`src/rsp_pkg.sv`:
```
// constants for the return stack pointer unit
// assumes a 32-bit ahb-lite slave, one word per register
package rsp_pkg;
    localparam int          IDX_W        = 5;
    localparam int          ADDR_W       = 21;
    localparam int          DEPTH        = 31;
    localparam logic [4:0]  IDX_MAX      = 5'h1F;
    localparam logic [4:0]  IDX_ZERO     = 5'h00;
    localparam logic [20:0] PC_STEP      = 21'h000002;
    // register byte offsets
    localparam logic [7:0]  OFS_TOP_OF_STACK_UPPER     = 8'h00;
    localparam logic [7:0]  OFS_TOP_OF_STACK_HIGH     = 8'h04;
    localparam logic [7:0]  OFS_TOP_OF_STACK_LOW     = 8'h08;
    localparam logic [7:0]  OFS_INDEX    = 8'h0C;
    localparam logic [7:0]  OFS_CONFIG   = 8'h10;
    localparam logic [7:0]  OFS_IRQ_STAT = 8'h14;
    localparam logic [7:0]  OFS_IRQ_MASK = 8'h18;
    // index register fields
    localparam int          BIT_FULL     = 7;
    localparam int          BIT_UNF      = 6;
    localparam logic [7:0]  INDEX_RESET  = 8'h00;
    // config: bit 0 overflow_reset_enable, set by default
    localparam logic        CFG_RESET    = 1'b1;
    // irq status bits
    localparam int          IRQ_FULL     = 0;
    localparam int          IRQ_UNF      = 1;
    localparam int          IRQ_W        = 2;
    localparam logic [1:0]  HTRANS_NSEQ  = 2'h2;
endpackage

```
`src/rsp_unit.sv`:
```
// return address stack with index, full and underflow flags
// assumes one ahb-lite master, core push/pop pulses on clk
//
// What this block does
// - stack index ranges from zero to thirty-one.
// - push increments the index, pop decrements it.
// - core reset (rst_b) clears the stack index to zero; power-on reset alone does not.
// - software reads and writes the stack index via its register.
// - full flag sets after thirty-one pushes with no pops.
// - full flag cleared only by software write or power-on reset.
// - overflow reset enabled: 31st push stores pc+2, sets full, resets.
// - after overflow reset, full stays set and index is zero.
// - overflow reset disabled: 31st push sets full, index goes to 31.
// - further pushes ignored, entry unchanged, index holds at 31.
// - empty pop returns zero, sets underflow, index stays zero.
// - underflow holds until software clear or power-on reset.
// - index register: full bit 7, underflow bit 6, index bits 4:0.
// - 31x21 memory; push increments then writes, pop reads then decrements.
// - push on call, relative call, interrupt; pop on returns.
// - three top-of-stack registers access the entry at the index.
`timescale 1ns/10ps
module rsp_unit (
    input  wire logic        clk,
    input  wire logic        rst_b,
    input  wire logic        por_b,
    input  wire logic        call_instr,
    input  wire logic        relative_call_instr,
    input  wire logic        irq_ack,
    input  wire logic        return_instr,
    input  wire logic        return_with_literal_instr,
    input  wire logic        return_from_interrupt_instr,
    input  wire logic [20:0] program_counter,
    output logic      [20:0] return_address,
    output logic             return_valid,
    output logic             overflow_reset_req,
    output logic             irq,
    input  wire logic        hsel,
    input  wire logic [31:0] haddr,
    input  wire logic [1:0]  htrans,
    input  wire logic        hwrite,
    input  wire logic [2:0]  hsize,
    input  wire logic [31:0] hwdata,
    input  wire logic        hready,
    output logic      [31:0] hrdata,
    output logic             hreadyout,
    output logic             hresp
);
    logic [20:0] mem [1:rsp_pkg::DEPTH];
    logic [4:0]  index_reg, index_next;
    logic        full_reg, full_next, unf_reg, unf_next;
    logic        cfg_reg, cfg_next;
    logic [1:0]  stat_reg, stat_next, mask_reg, mask_next;
    logic [20:0] ret_reg, ret_next;
    logic        rv_reg, rv_next, ovr_reg, ovr_next, irq_next;
    logic        wph_reg, wph_next;
    logic [7:0]  wad_reg, wad_next;
    logic [31:0] rd_reg, rd_next;
    logic        push, pop, mem_we;
    logic [4:0]  mem_wa;
    logic [20:0] mem_wd, tos;
    logic        sw_wr, addr_ph;
    logic [1:0]  ev;

    assign push = call_instr | relative_call_instr | irq_ack;
    assign pop  = return_instr | return_with_literal_instr
                | return_from_interrupt_instr;
    assign tos  = (index_reg == rsp_pkg::IDX_ZERO) ? 21'h000000
                : mem[index_reg];
    assign sw_wr   = wph_reg;
    assign addr_ph = hsel & hready & htrans[1];

    always_comb begin
        index_next = index_reg;
        full_next  = full_reg;
        unf_next   = unf_reg;
        cfg_next   = cfg_reg;
        mask_next  = mask_reg;
        ret_next   = ret_reg;
        rv_next    = 1'b0;
        ovr_next   = 1'b0;
        mem_we     = 1'b0;
        mem_wa     = index_reg;
        mem_wd     = program_counter;
        ev         = 2'h0;
        wph_next   = addr_ph & hwrite;
        wad_next   = haddr[7:0];
        rd_next    = 32'h00000000;
        if (push) begin
            if (index_reg == rsp_pkg::IDX_MAX) begin
                ev[rsp_pkg::IRQ_FULL] = 1'b1;
            end else if (index_reg == rsp_pkg::IDX_MAX - 5'h01) begin
                full_next = 1'b1;
                ev[rsp_pkg::IRQ_FULL] = 1'b1;
                mem_we = 1'b1;
                mem_wa = rsp_pkg::IDX_MAX;
                if (cfg_reg) begin
                    mem_wd     = program_counter + rsp_pkg::PC_STEP;
                    ovr_next   = 1'b1;
                    index_next = rsp_pkg::IDX_ZERO;
                end else begin
                    index_next = rsp_pkg::IDX_MAX;
                end
            end else begin
                index_next = index_reg + 5'h01;
                mem_we = 1'b1;
                mem_wa = index_reg + 5'h01;
            end
        end else if (pop) begin
            rv_next  = 1'b1;
            ret_next = tos;
            if (index_reg == rsp_pkg::IDX_ZERO) begin
                unf_next = 1'b1;
                ev[rsp_pkg::IRQ_UNF] = 1'b1;
            end else begin
                index_next = index_reg - 5'h01;
            end
        end
        if (sw_wr) begin
            case (wad_reg)
                rsp_pkg::OFS_INDEX: begin
                    index_next = hwdata[4:0];
                    // hardware set wins over the software clear
                    full_next = hwdata[rsp_pkg::BIT_FULL] | full_next;
                    unf_next  = hwdata[rsp_pkg::BIT_UNF] | unf_next;
                    if (!hwdata[rsp_pkg::BIT_FULL] && !(push && full_next
                        && !full_reg))
                        full_next = 1'b0;
                    if (!hwdata[rsp_pkg::BIT_UNF] && !ev[rsp_pkg::IRQ_UNF])
                        unf_next = 1'b0;
                end
                rsp_pkg::OFS_TOP_OF_STACK_UPPER, rsp_pkg::OFS_TOP_OF_STACK_HIGH, rsp_pkg::OFS_TOP_OF_STACK_LOW:
                begin
                    if (index_reg != rsp_pkg::IDX_ZERO && !mem_we) begin
                        mem_we = 1'b1;
                        mem_wa = index_reg;
                        mem_wd = tos;
                        if (wad_reg == rsp_pkg::OFS_TOP_OF_STACK_UPPER)
                            mem_wd[20:16] = hwdata[4:0];
                        else if (wad_reg == rsp_pkg::OFS_TOP_OF_STACK_HIGH)
                            mem_wd[15:8] = hwdata[7:0];
                        else
                            mem_wd[7:0] = hwdata[7:0];
                    end
                end
                rsp_pkg::OFS_CONFIG:   cfg_next  = hwdata[0];
                rsp_pkg::OFS_IRQ_MASK: mask_next = hwdata[1:0];
                default: ;
            endcase
        end
        stat_next = stat_reg;
        if (sw_wr && wad_reg == rsp_pkg::OFS_IRQ_STAT)
            stat_next = stat_reg & ~hwdata[1:0];
        stat_next = stat_next | ev;
        irq_next  = |(stat_next & mask_next);
        if (addr_ph && !hwrite) begin
            case (haddr[7:0])
                rsp_pkg::OFS_TOP_OF_STACK_UPPER:     rd_next = {27'h0, tos[20:16]};
                rsp_pkg::OFS_TOP_OF_STACK_HIGH:     rd_next = {24'h0, tos[15:8]};
                rsp_pkg::OFS_TOP_OF_STACK_LOW:     rd_next = {24'h0, tos[7:0]};
                rsp_pkg::OFS_INDEX:
                    rd_next = {24'h0, full_reg, unf_reg, 1'b0,
                               index_reg};
                rsp_pkg::OFS_CONFIG:   rd_next = {31'h0, cfg_reg};
                rsp_pkg::OFS_IRQ_STAT: rd_next = {30'h0, stat_reg};
                rsp_pkg::OFS_IRQ_MASK: rd_next = {30'h0, mask_reg};
                default:               rd_next = 32'h00000000;
            endcase
        end
    end

    // flags live in the power-on domain so core resets keep them
    always_ff @(posedge clk or negedge por_b) begin
        if (!por_b) begin
            full_reg <= 1'b0;
            unf_reg  <= 1'b0;
        end else begin
            full_reg <= full_next;
            unf_reg  <= unf_next;
        end
    end

    always_ff @(posedge clk or negedge rst_b) begin
        if (!rst_b) begin
            index_reg <= rsp_pkg::IDX_ZERO;
            cfg_reg   <= rsp_pkg::CFG_RESET;
            stat_reg  <= 2'h0;
            mask_reg  <= 2'h0;
            ret_reg   <= 21'h000000;
            rv_reg    <= 1'b0;
            ovr_reg   <= 1'b0;
            irq       <= 1'b0;
            wph_reg   <= 1'b0;
            wad_reg   <= 8'h00;
            rd_reg    <= 32'h00000000;
        end else begin
            index_reg <= index_next;
            cfg_reg   <= cfg_next;
            stat_reg  <= stat_next;
            mask_reg  <= mask_next;
            ret_reg   <= ret_next;
            rv_reg    <= rv_next;
            ovr_reg   <= ovr_next;
            irq       <= irq_next;
            wph_reg   <= wph_next;
            wad_reg   <= wad_next;
            rd_reg    <= rd_next;
        end
    end

    // stack ram has no reset, like a real macro
    always_ff @(posedge clk) begin
        if (mem_we)
            mem[mem_wa] <= mem_wd;
    end

    assign return_address     = ret_reg;
    assign return_valid       = rv_reg;
    assign overflow_reset_req = ovr_reg;
    assign hrdata             = rd_reg;
    assign hreadyout          = 1'b1;
    assign hresp              = 1'b0;

    a_index_range: assert property (@(posedge clk) disable iff (!rst_b)
        index_reg <= rsp_pkg::IDX_MAX) else $error("index out of range");
    a_push_incr: assert property (@(posedge clk) disable iff (!rst_b)
        push && !sw_wr && index_reg < 5'h1E |=> index_reg ==
        $past(index_reg) + 5'h01) else $error("push did not increment");
    a_pop_decr: assert property (@(posedge clk) disable iff (!rst_b)
        pop && !push && !sw_wr && index_reg != 5'h00 |=> index_reg ==
        $past(index_reg) - 5'h01) else $error("pop did not decrement");
    a_full_set: assert property (@(posedge clk) disable iff (!rst_b)
        push && index_reg == 5'h1E |=> full_reg)
        else $error("full not set on 31st push");
    a_ovr_reset: assert property (@(posedge clk) disable iff (!rst_b)
        push && cfg_reg && index_reg == 5'h1E && !sw_wr |=>
        overflow_reset_req && index_reg == 5'h00)
        else $error("overflow reset missing");
    a_hold_max: assert property (@(posedge clk) disable iff (!rst_b)
        push && index_reg == 5'h1F && !sw_wr |=> index_reg == 5'h1F)
        else $error("index left 31");
    a_underflow: assert property (@(posedge clk) disable iff (!rst_b)
        pop && !push && index_reg == 5'h00 && !sw_wr |=> unf_reg &&
        return_address == 21'h0 && return_valid && index_reg == 5'h00)
        else $error("underflow handling wrong");
    a_unf_sticky: assert property (@(posedge clk) disable iff (!por_b)
        unf_reg && !sw_wr |=> unf_reg)
        else $error("underflow dropped");
    a_full_sticky: assert property (@(posedge clk) disable iff (!por_b)
        full_reg && !sw_wr |=> full_reg)
        else $error("full dropped");

    // ram checks below look at the entry the core just wrote, popped or left unchanged
    a_push_write: assert property (@(posedge clk) disable iff (!rst_b)
        push && !sw_wr && index_reg < 5'h1E
        |=> mem[index_reg] == $past(program_counter))
        else $error("push entry not written");

    a_pop_data: assert property (@(posedge clk) disable iff (!rst_b)
        pop && !push && index_reg != 5'h00
        |=> return_valid && return_address == $past(tos))
        else $error("pop returned wrong entry");

    a_ovr_entry: assert property (@(posedge clk) disable iff (!rst_b)
        push && cfg_reg && index_reg == 5'h1E
        |=> mem[31] == $past(program_counter) + rsp_pkg::PC_STEP)
        else $error("overflow entry not pc plus two");

    a_noovr_index: assert property (@(posedge clk) disable iff (!rst_b)
        push && !cfg_reg && index_reg == 5'h1E && !sw_wr
        |=> index_reg == 5'h1F && !overflow_reset_req)
        else $error("full without reset wrong");

    a_hold_entry: assert property (@(posedge clk) disable iff (!rst_b)
        push && index_reg == 5'h1F && !sw_wr
        |=> mem[31] == $past(mem[31]))
        else $error("entry 31 overwritten");

    // the reset request must come with the full flag still set
    a_ovr_flags: assert property (@(posedge clk) disable iff (!rst_b)
        overflow_reset_req
        |-> full_reg)
        else $error("overflow request without full");

    a_tos_zero_rd: assert property (@(posedge clk) disable iff (!rst_b)
        addr_ph && !hwrite && haddr[7:0] == rsp_pkg::OFS_TOP_OF_STACK_LOW
        && index_reg == 5'h00
        |=> hrdata == 32'h00000000)
        else $error("top of stack at index zero not zero");

    a_stat_unf: assert property (@(posedge clk) disable iff (!rst_b)
        pop && !push && index_reg == 5'h00
        |=> stat_reg[rsp_pkg::IRQ_UNF])
        else $error("underflow event not recorded");

    a_sw_full_clr: assert property (@(posedge clk) disable iff (!rst_b)
        sw_wr && wad_reg == rsp_pkg::OFS_INDEX
        && !hwdata[rsp_pkg::BIT_FULL] && !push
        |=> !full_reg)
        else $error("software clear of full lost");

    a_sw_index_wr: assert property (@(posedge clk) disable iff (!rst_b)
        sw_wr && wad_reg == rsp_pkg::OFS_INDEX
        |=> index_reg == $past(hwdata[4:0]))
        else $error("software index write lost");

    // a core reset alone must bring the index back to zero
    a_core_reset: assert property (@(posedge clk) disable iff (!por_b)
        $rose(rst_b)
        |-> index_reg == 5'h00)
        else $error("index not zero after reset");
endmodule // rsp_unit

```
`config.mk`:
```
export PLATFORM = sky130hd
export DESIGN_NAME = rsp_unit
export DESIGN_NICKNAME = d
export VERILOG_FILES = /design/src/rsp_pkg.sv /design/src/rsp_unit.sv
export SDC_FILE = /design/constraint.sdc
export NUM_CORES = 1
export LEC_CHECK = 0
export ABC_AREA = 1
export BUFFER_PORTS_ARGS = -buffer_cell sky130_fd_sc_hd__buf_2
export CORE_UTILIZATION = 30
export DETAILED_ROUTE_END_ITERATION = 16
export SKIP_CTS_REPAIR_TIMING = 1
export SLEW_MARGIN = 20
export SYNTH_ARGS = -nofsm -noshare
export SYNTH_HDL_FRONTEND = slang
export SYNTH_SLANG_ARGS = --single-unit
```
`constraint.sdc`:
```
create_clock -name clk -period 4.4 [get_ports clk]
set_input_delay 0.22 -clock clk [delete_from_list [all_inputs] [get_ports clk]]
set_output_delay 0.22 -clock clk [all_outputs]
set_load 0.02 [all_outputs]
```
# == After elaboration in Yosys (flattened, before gate mapping) ==
# Memories as Yosys holds them, arrays and structs flattened.
# Cells that the tools add are included.
# word_totals
n_memories,1
register_bits,77
inputBits,102
mem_bits_rw,651
out_inout_bits,58
# mem_list
name,words,width,read_ports,rd_ports_with_merged_regs,wr,line,source
mem,31,21,1,0,1,rsp_unit.sv:48,logic [20:0] mem [1:rsp_pkg::DEPTH];
# classes
n_bitwise,14
addsub,3
reduce_logical,22
n_mux,62
eq_ne,14
# ops
op,n
21-bit two-way mux,8
5-bit two-way mux,15
8-bit case mux with 7 select lines,1
8-bit by 5-bit == test with 1-bit output (second input constant),6
8-bit by 4-bit == test with 1-bit output (second input constant),4
1-bit two-way mux,31
8-bit two-way mux,3
21-bit by 2-bit adder with 21-bit output (second input constant),1
8-bit by 3-bit == test with 1-bit output (second input constant),2
8-bit zero test,2
16-bit two-way mux,1
5-bit == test (second input constant),2
1-bit logical AND,7
1-bit zero test,7
2-bit two-way mux,3
1-bit bitwise OR,6
5-bit by 1-bit adder with 5-bit output (second input constant),1
5-bit zero test,1
5-bit nonzero test,1
5-bit by 1-bit subtractor with 5-bit output (second input constant),1
2-bit AND,2
2-bit AND reduction,2
1-bit AND,3
3-bit OR reduction,1
4 further kinds,4

# == Longest topological paths before layout ==
# logic_depth
depth_word,12
ltp_mapped,18
ltp_nobuf,15

# == Worst setup path before layout ==
# OpenSTA, ideal clock, no wires.
# synth_path
path_type,flip-flop to flip-flop
startpoint,reg index_reg[3]
endpoint,"mem mem[24][0], enable pin"
setup_time_ns,0.399
path_slack_ns,0.960
path_stages_with_launch,17
period_less_slack_ns,3.440
t_arrival_ns,3.041
path_buffers,2
cell_sequence,dfrtp_1 > nand2_2 > inv_1 > clkbuf_1 > nand2_1 > inv_1 > ha_1 > buf_2 > nor2_2 > inv_2 > nand4_2 > nand3b_1 > nand2_1 > inv_2 > nor2_1 > nand2_1 > nor2_1
# synth_between
elab_chain_len,10
elab_cells_between_ends,19
# synth_lines
item,line,source
from (decl),rsp_unit.sv:49,"logic [4:0] index_reg, index_next;"
from (signal assigned),rsp_unit.sv:184,index_reg <= rsp_pkg::IDX_ZERO;
from (signal assigned),rsp_unit.sv:196,index_reg <= index_next;
"parallel branches: the longest is 10 deep, another holds 5-bit by 1-bit adder with 5-bit output",-,
to (decl),rsp_unit.sv:48,
# Several ways; the timed one is not identified.

# == Worst setup path in the final report ==
# layout_path
startpoint,reg index_reg[0]
endpoint,"mem mem[17][8], enable pin"
# The elaborated chain is that of the path after synthesis.

==> impl_metrics.tcl <==
set metrics [dict create \
    numPortBuffers 81 \
    ctsRootBufferMaster "clkbuf_16" \
    clk_latency_ns 0.61 \
    layout.nets 3360 \
    finalCritPeriodShare_pct 79.3 \
    htreeDepth 3 \
    clock_sinks 704 \
    drt_iter0_drc 1891 \
    die_h_um 326 \
    r2r_end "mem[17][8]" \
    antenna_found_initial 0 \
    cp.arrival_ns 3.80 \
    fin_ws_ns 0.913 \
    fp.dieW_um 326 \
    synth_cell_types 47 \
    gp_congestion 0.873 \
    core-area_um2 104000 \
    synth_commonest_cells "nand2_1 (880), edfxtp_1 (651), inv_1 (381)" \
    hold_path_end "index_reg[2]" \
    diodes 0 \
    syn_to_final_growth_pct 14.9 \
    ys_warn_count 0 \
    finalSetupTns_ns 0 \
    multi_input_area_um2 8360 \
    endpoint_kind "register" \
    post_route_cells_drive_above_1_share_pct 10.9 \
    min_path_cells 3 \
    tritoncts "yes" \
    rrSetupSlack_ns 0.91 \
    start_util_pct 30.3 \
    reg2reg_from "index_reg[0]" \
    slew_headroom_pct 29.4 \
    power_density_nw_per_um2 649 \
    netlist.area_leader.share_pct 62.1 \
    leakage_uw 0.0147 \
    stdcell_count 4689 \
    synth_top_cell_by_area "edfxtp_1" \
    drc_errors 0 \
    largest-register "mem" \
    setup_viol 0 \
    min_period_ns 3.49 \
    max_freq_mhz 287 \
    ir_drop_uv 338 \
    gr-total-overflow 0 \
    hold_viol 0 \
    maxSlewViolCount 0 \
    maxCapViolCount 0 \
    hold_path_startpoint "hwdata[2]" \
    yosys_register_bits 704 \
    path_clk_slew_ns 0.06 \
    tightest_slew_ns 1.05 \
    clk_path_buf_depth 3 \
    reg2regPathDepth 13 \
    worstPathMaxFanout 34 \
    critPathKind "register to register" \
    rows 118 \
    preCtsSetupSlack_ns 0.942 \
    hp-class "input port to register" \
    totalWireLength_mm 86.7 \
    grt_setup_unrepaired "false" \
    regArea_um2 20900 \
    grt_pass1_wl_mm 129 \
    synth.area.top_cells "edfxtp_1 (62%), nand2_1 (10%), inv_1 (4.5%), nand3_1 (4.3%), dfrtp_1 (4.1%)" \
    finalPower_uw 23500 \
    dp.cells 4541 \
    cts_made_buffers 71 \
    fillers 10200 \
    start_kind "register" \
    outcome "finished clean" \
    synth_cells 3140 \
    hpwlAfterDp_mm 51.6 \
    skew_ns 0.0176 \
    grt_pass1_vias 20400 \
    routedWlPerCell_um 18.5 \
    avgSynthCellArea_um2 10.0 \
    ys_async_sr_fraction_pct 7.53 \
    grt_max_degree 126 \
    synth_edf_count 651 \
    synth_ff_type "edfxtp_1" \
    via_count 21900 \
    track_usage_pct 16.1 \
    cp.required_ns 4.71 \
    synth_most_common_cell "nand2_1" \
    ant_nets 0 \
    syn_area_um2 31500 \
    viasPerCell 4.68 \
    die-area_um2 106000 \
    dr.pass1.iters 5 \
    seq_area_frac_synth_pct 66.3 \
    ios 160 \
    largest_reg_flops 651 \
    stdcell_area_um2 36200 \
    dpl_cell_area_um2 33700 \
]
report_power, final:
part           internal [µW]  total [µW]  leakage (µW)  switching, µW
Combinational           2290        8790       0.00705           6500
Clock                   3460        5950       0.00111           2490
Sequential              8400        8720       0.00650            317
how the worst max path moves through the flow:
stage                     slack, ns           to    startpoint  cells past startpoint
after global placement         0.96   mem[16][4]  index_reg[0]                     10
final                          0.91   mem[17][8]  index_reg[0]                     13
after detailed placement       0.94  mem[17][12]  index_reg[0]                     13
after CTS                      0.90  mem[16][16]  index_reg[0]                     10
after global routing           0.70  mem[17][19]  index_reg[0]                     13
after floorplan                0.96   mem[24][0]  index_reg[3]                     16
cell families after synthesis:
| kind of cell | Yosys count | synth area share [%] |
|---|---|---|
| AOI/OAI and AO/OA | 311 | 5.24 |
| xor gates and xnor gates | 2 | 0.0557 |
| adders and majority gates | 6 | 0.239 |
| buffers and inverters | 564 | 7.91 |
| DFF | 704 | 66.3 |
| other | 2 | 0.0239 |
| and+or+nand+nor | 1551 | 20.2 |
per-stage QoR:
step	hold slack, ns	utilization, %
floorplan	-0.0756	-
global placement	0.0259	32.5
detailed placement	0.0249	32.5
CTS	-0.625	34.7
global route	0.00107	34.8
finish	0.0102	34.8
worst max-delay path, stage by stage, from the launching register on:
cell	delay (ns)
dfrtp_4	0.61
inv_8	0.25
ha_1	0.22
nand2_1	0.08
nor2_1	0.17
nand2_1	0.23
nand4_2	0.18
nand3b_1	0.08
nand2_1	0.22
inv_2	0.06
nor2_1	0.13
nand2_1	0.16
nor2_2	0.54
buf_12	0.24
metal layers:
metal	vias up	wire length, µm	track usage [%]
met5	-	0	0
met4	0	2730	5.62
met3	170	5770	2.50
met2	796	41800	27.0
met1	10500	36400	21.0
li1	10500	-	-
cell type report:
cell class	count	area share, %
multi-input cells	1896	23.1
inverters	391	4.09
clock buffers	94	5.47
clock inverters	36	0.848
repair buffers	188	3.95
well taps	1380	4.77
flip-flops and latches	704	57.8
layout by cell type, fill, tap and decap left out, types with 6 or more instances in the layout:
master         count
a31oi_1           19
o211ai_1          12
clkbuf_1          17
o21ai_0          142
buf_12            14
nor2_1           305
inv_2              8
buf_2             81
ha_1               6
dlygate4sd3_1     18
nor3_1            10
a21oi_2           17
o21ai_1           14
buf_4             75
a21oi_1           88
nand2_1          880
inv_1            381
conb_1            26
o22ai_1            9
clkinv_2           9
or2_2             10
nor2_2            37
edfxtp_1         651
clkbuf_16         76
nand3_1          271
clkinv_1          17
dfrtp_1           49
nand4_1           13
No activity file was read; power rests on OpenSTA's default activity.
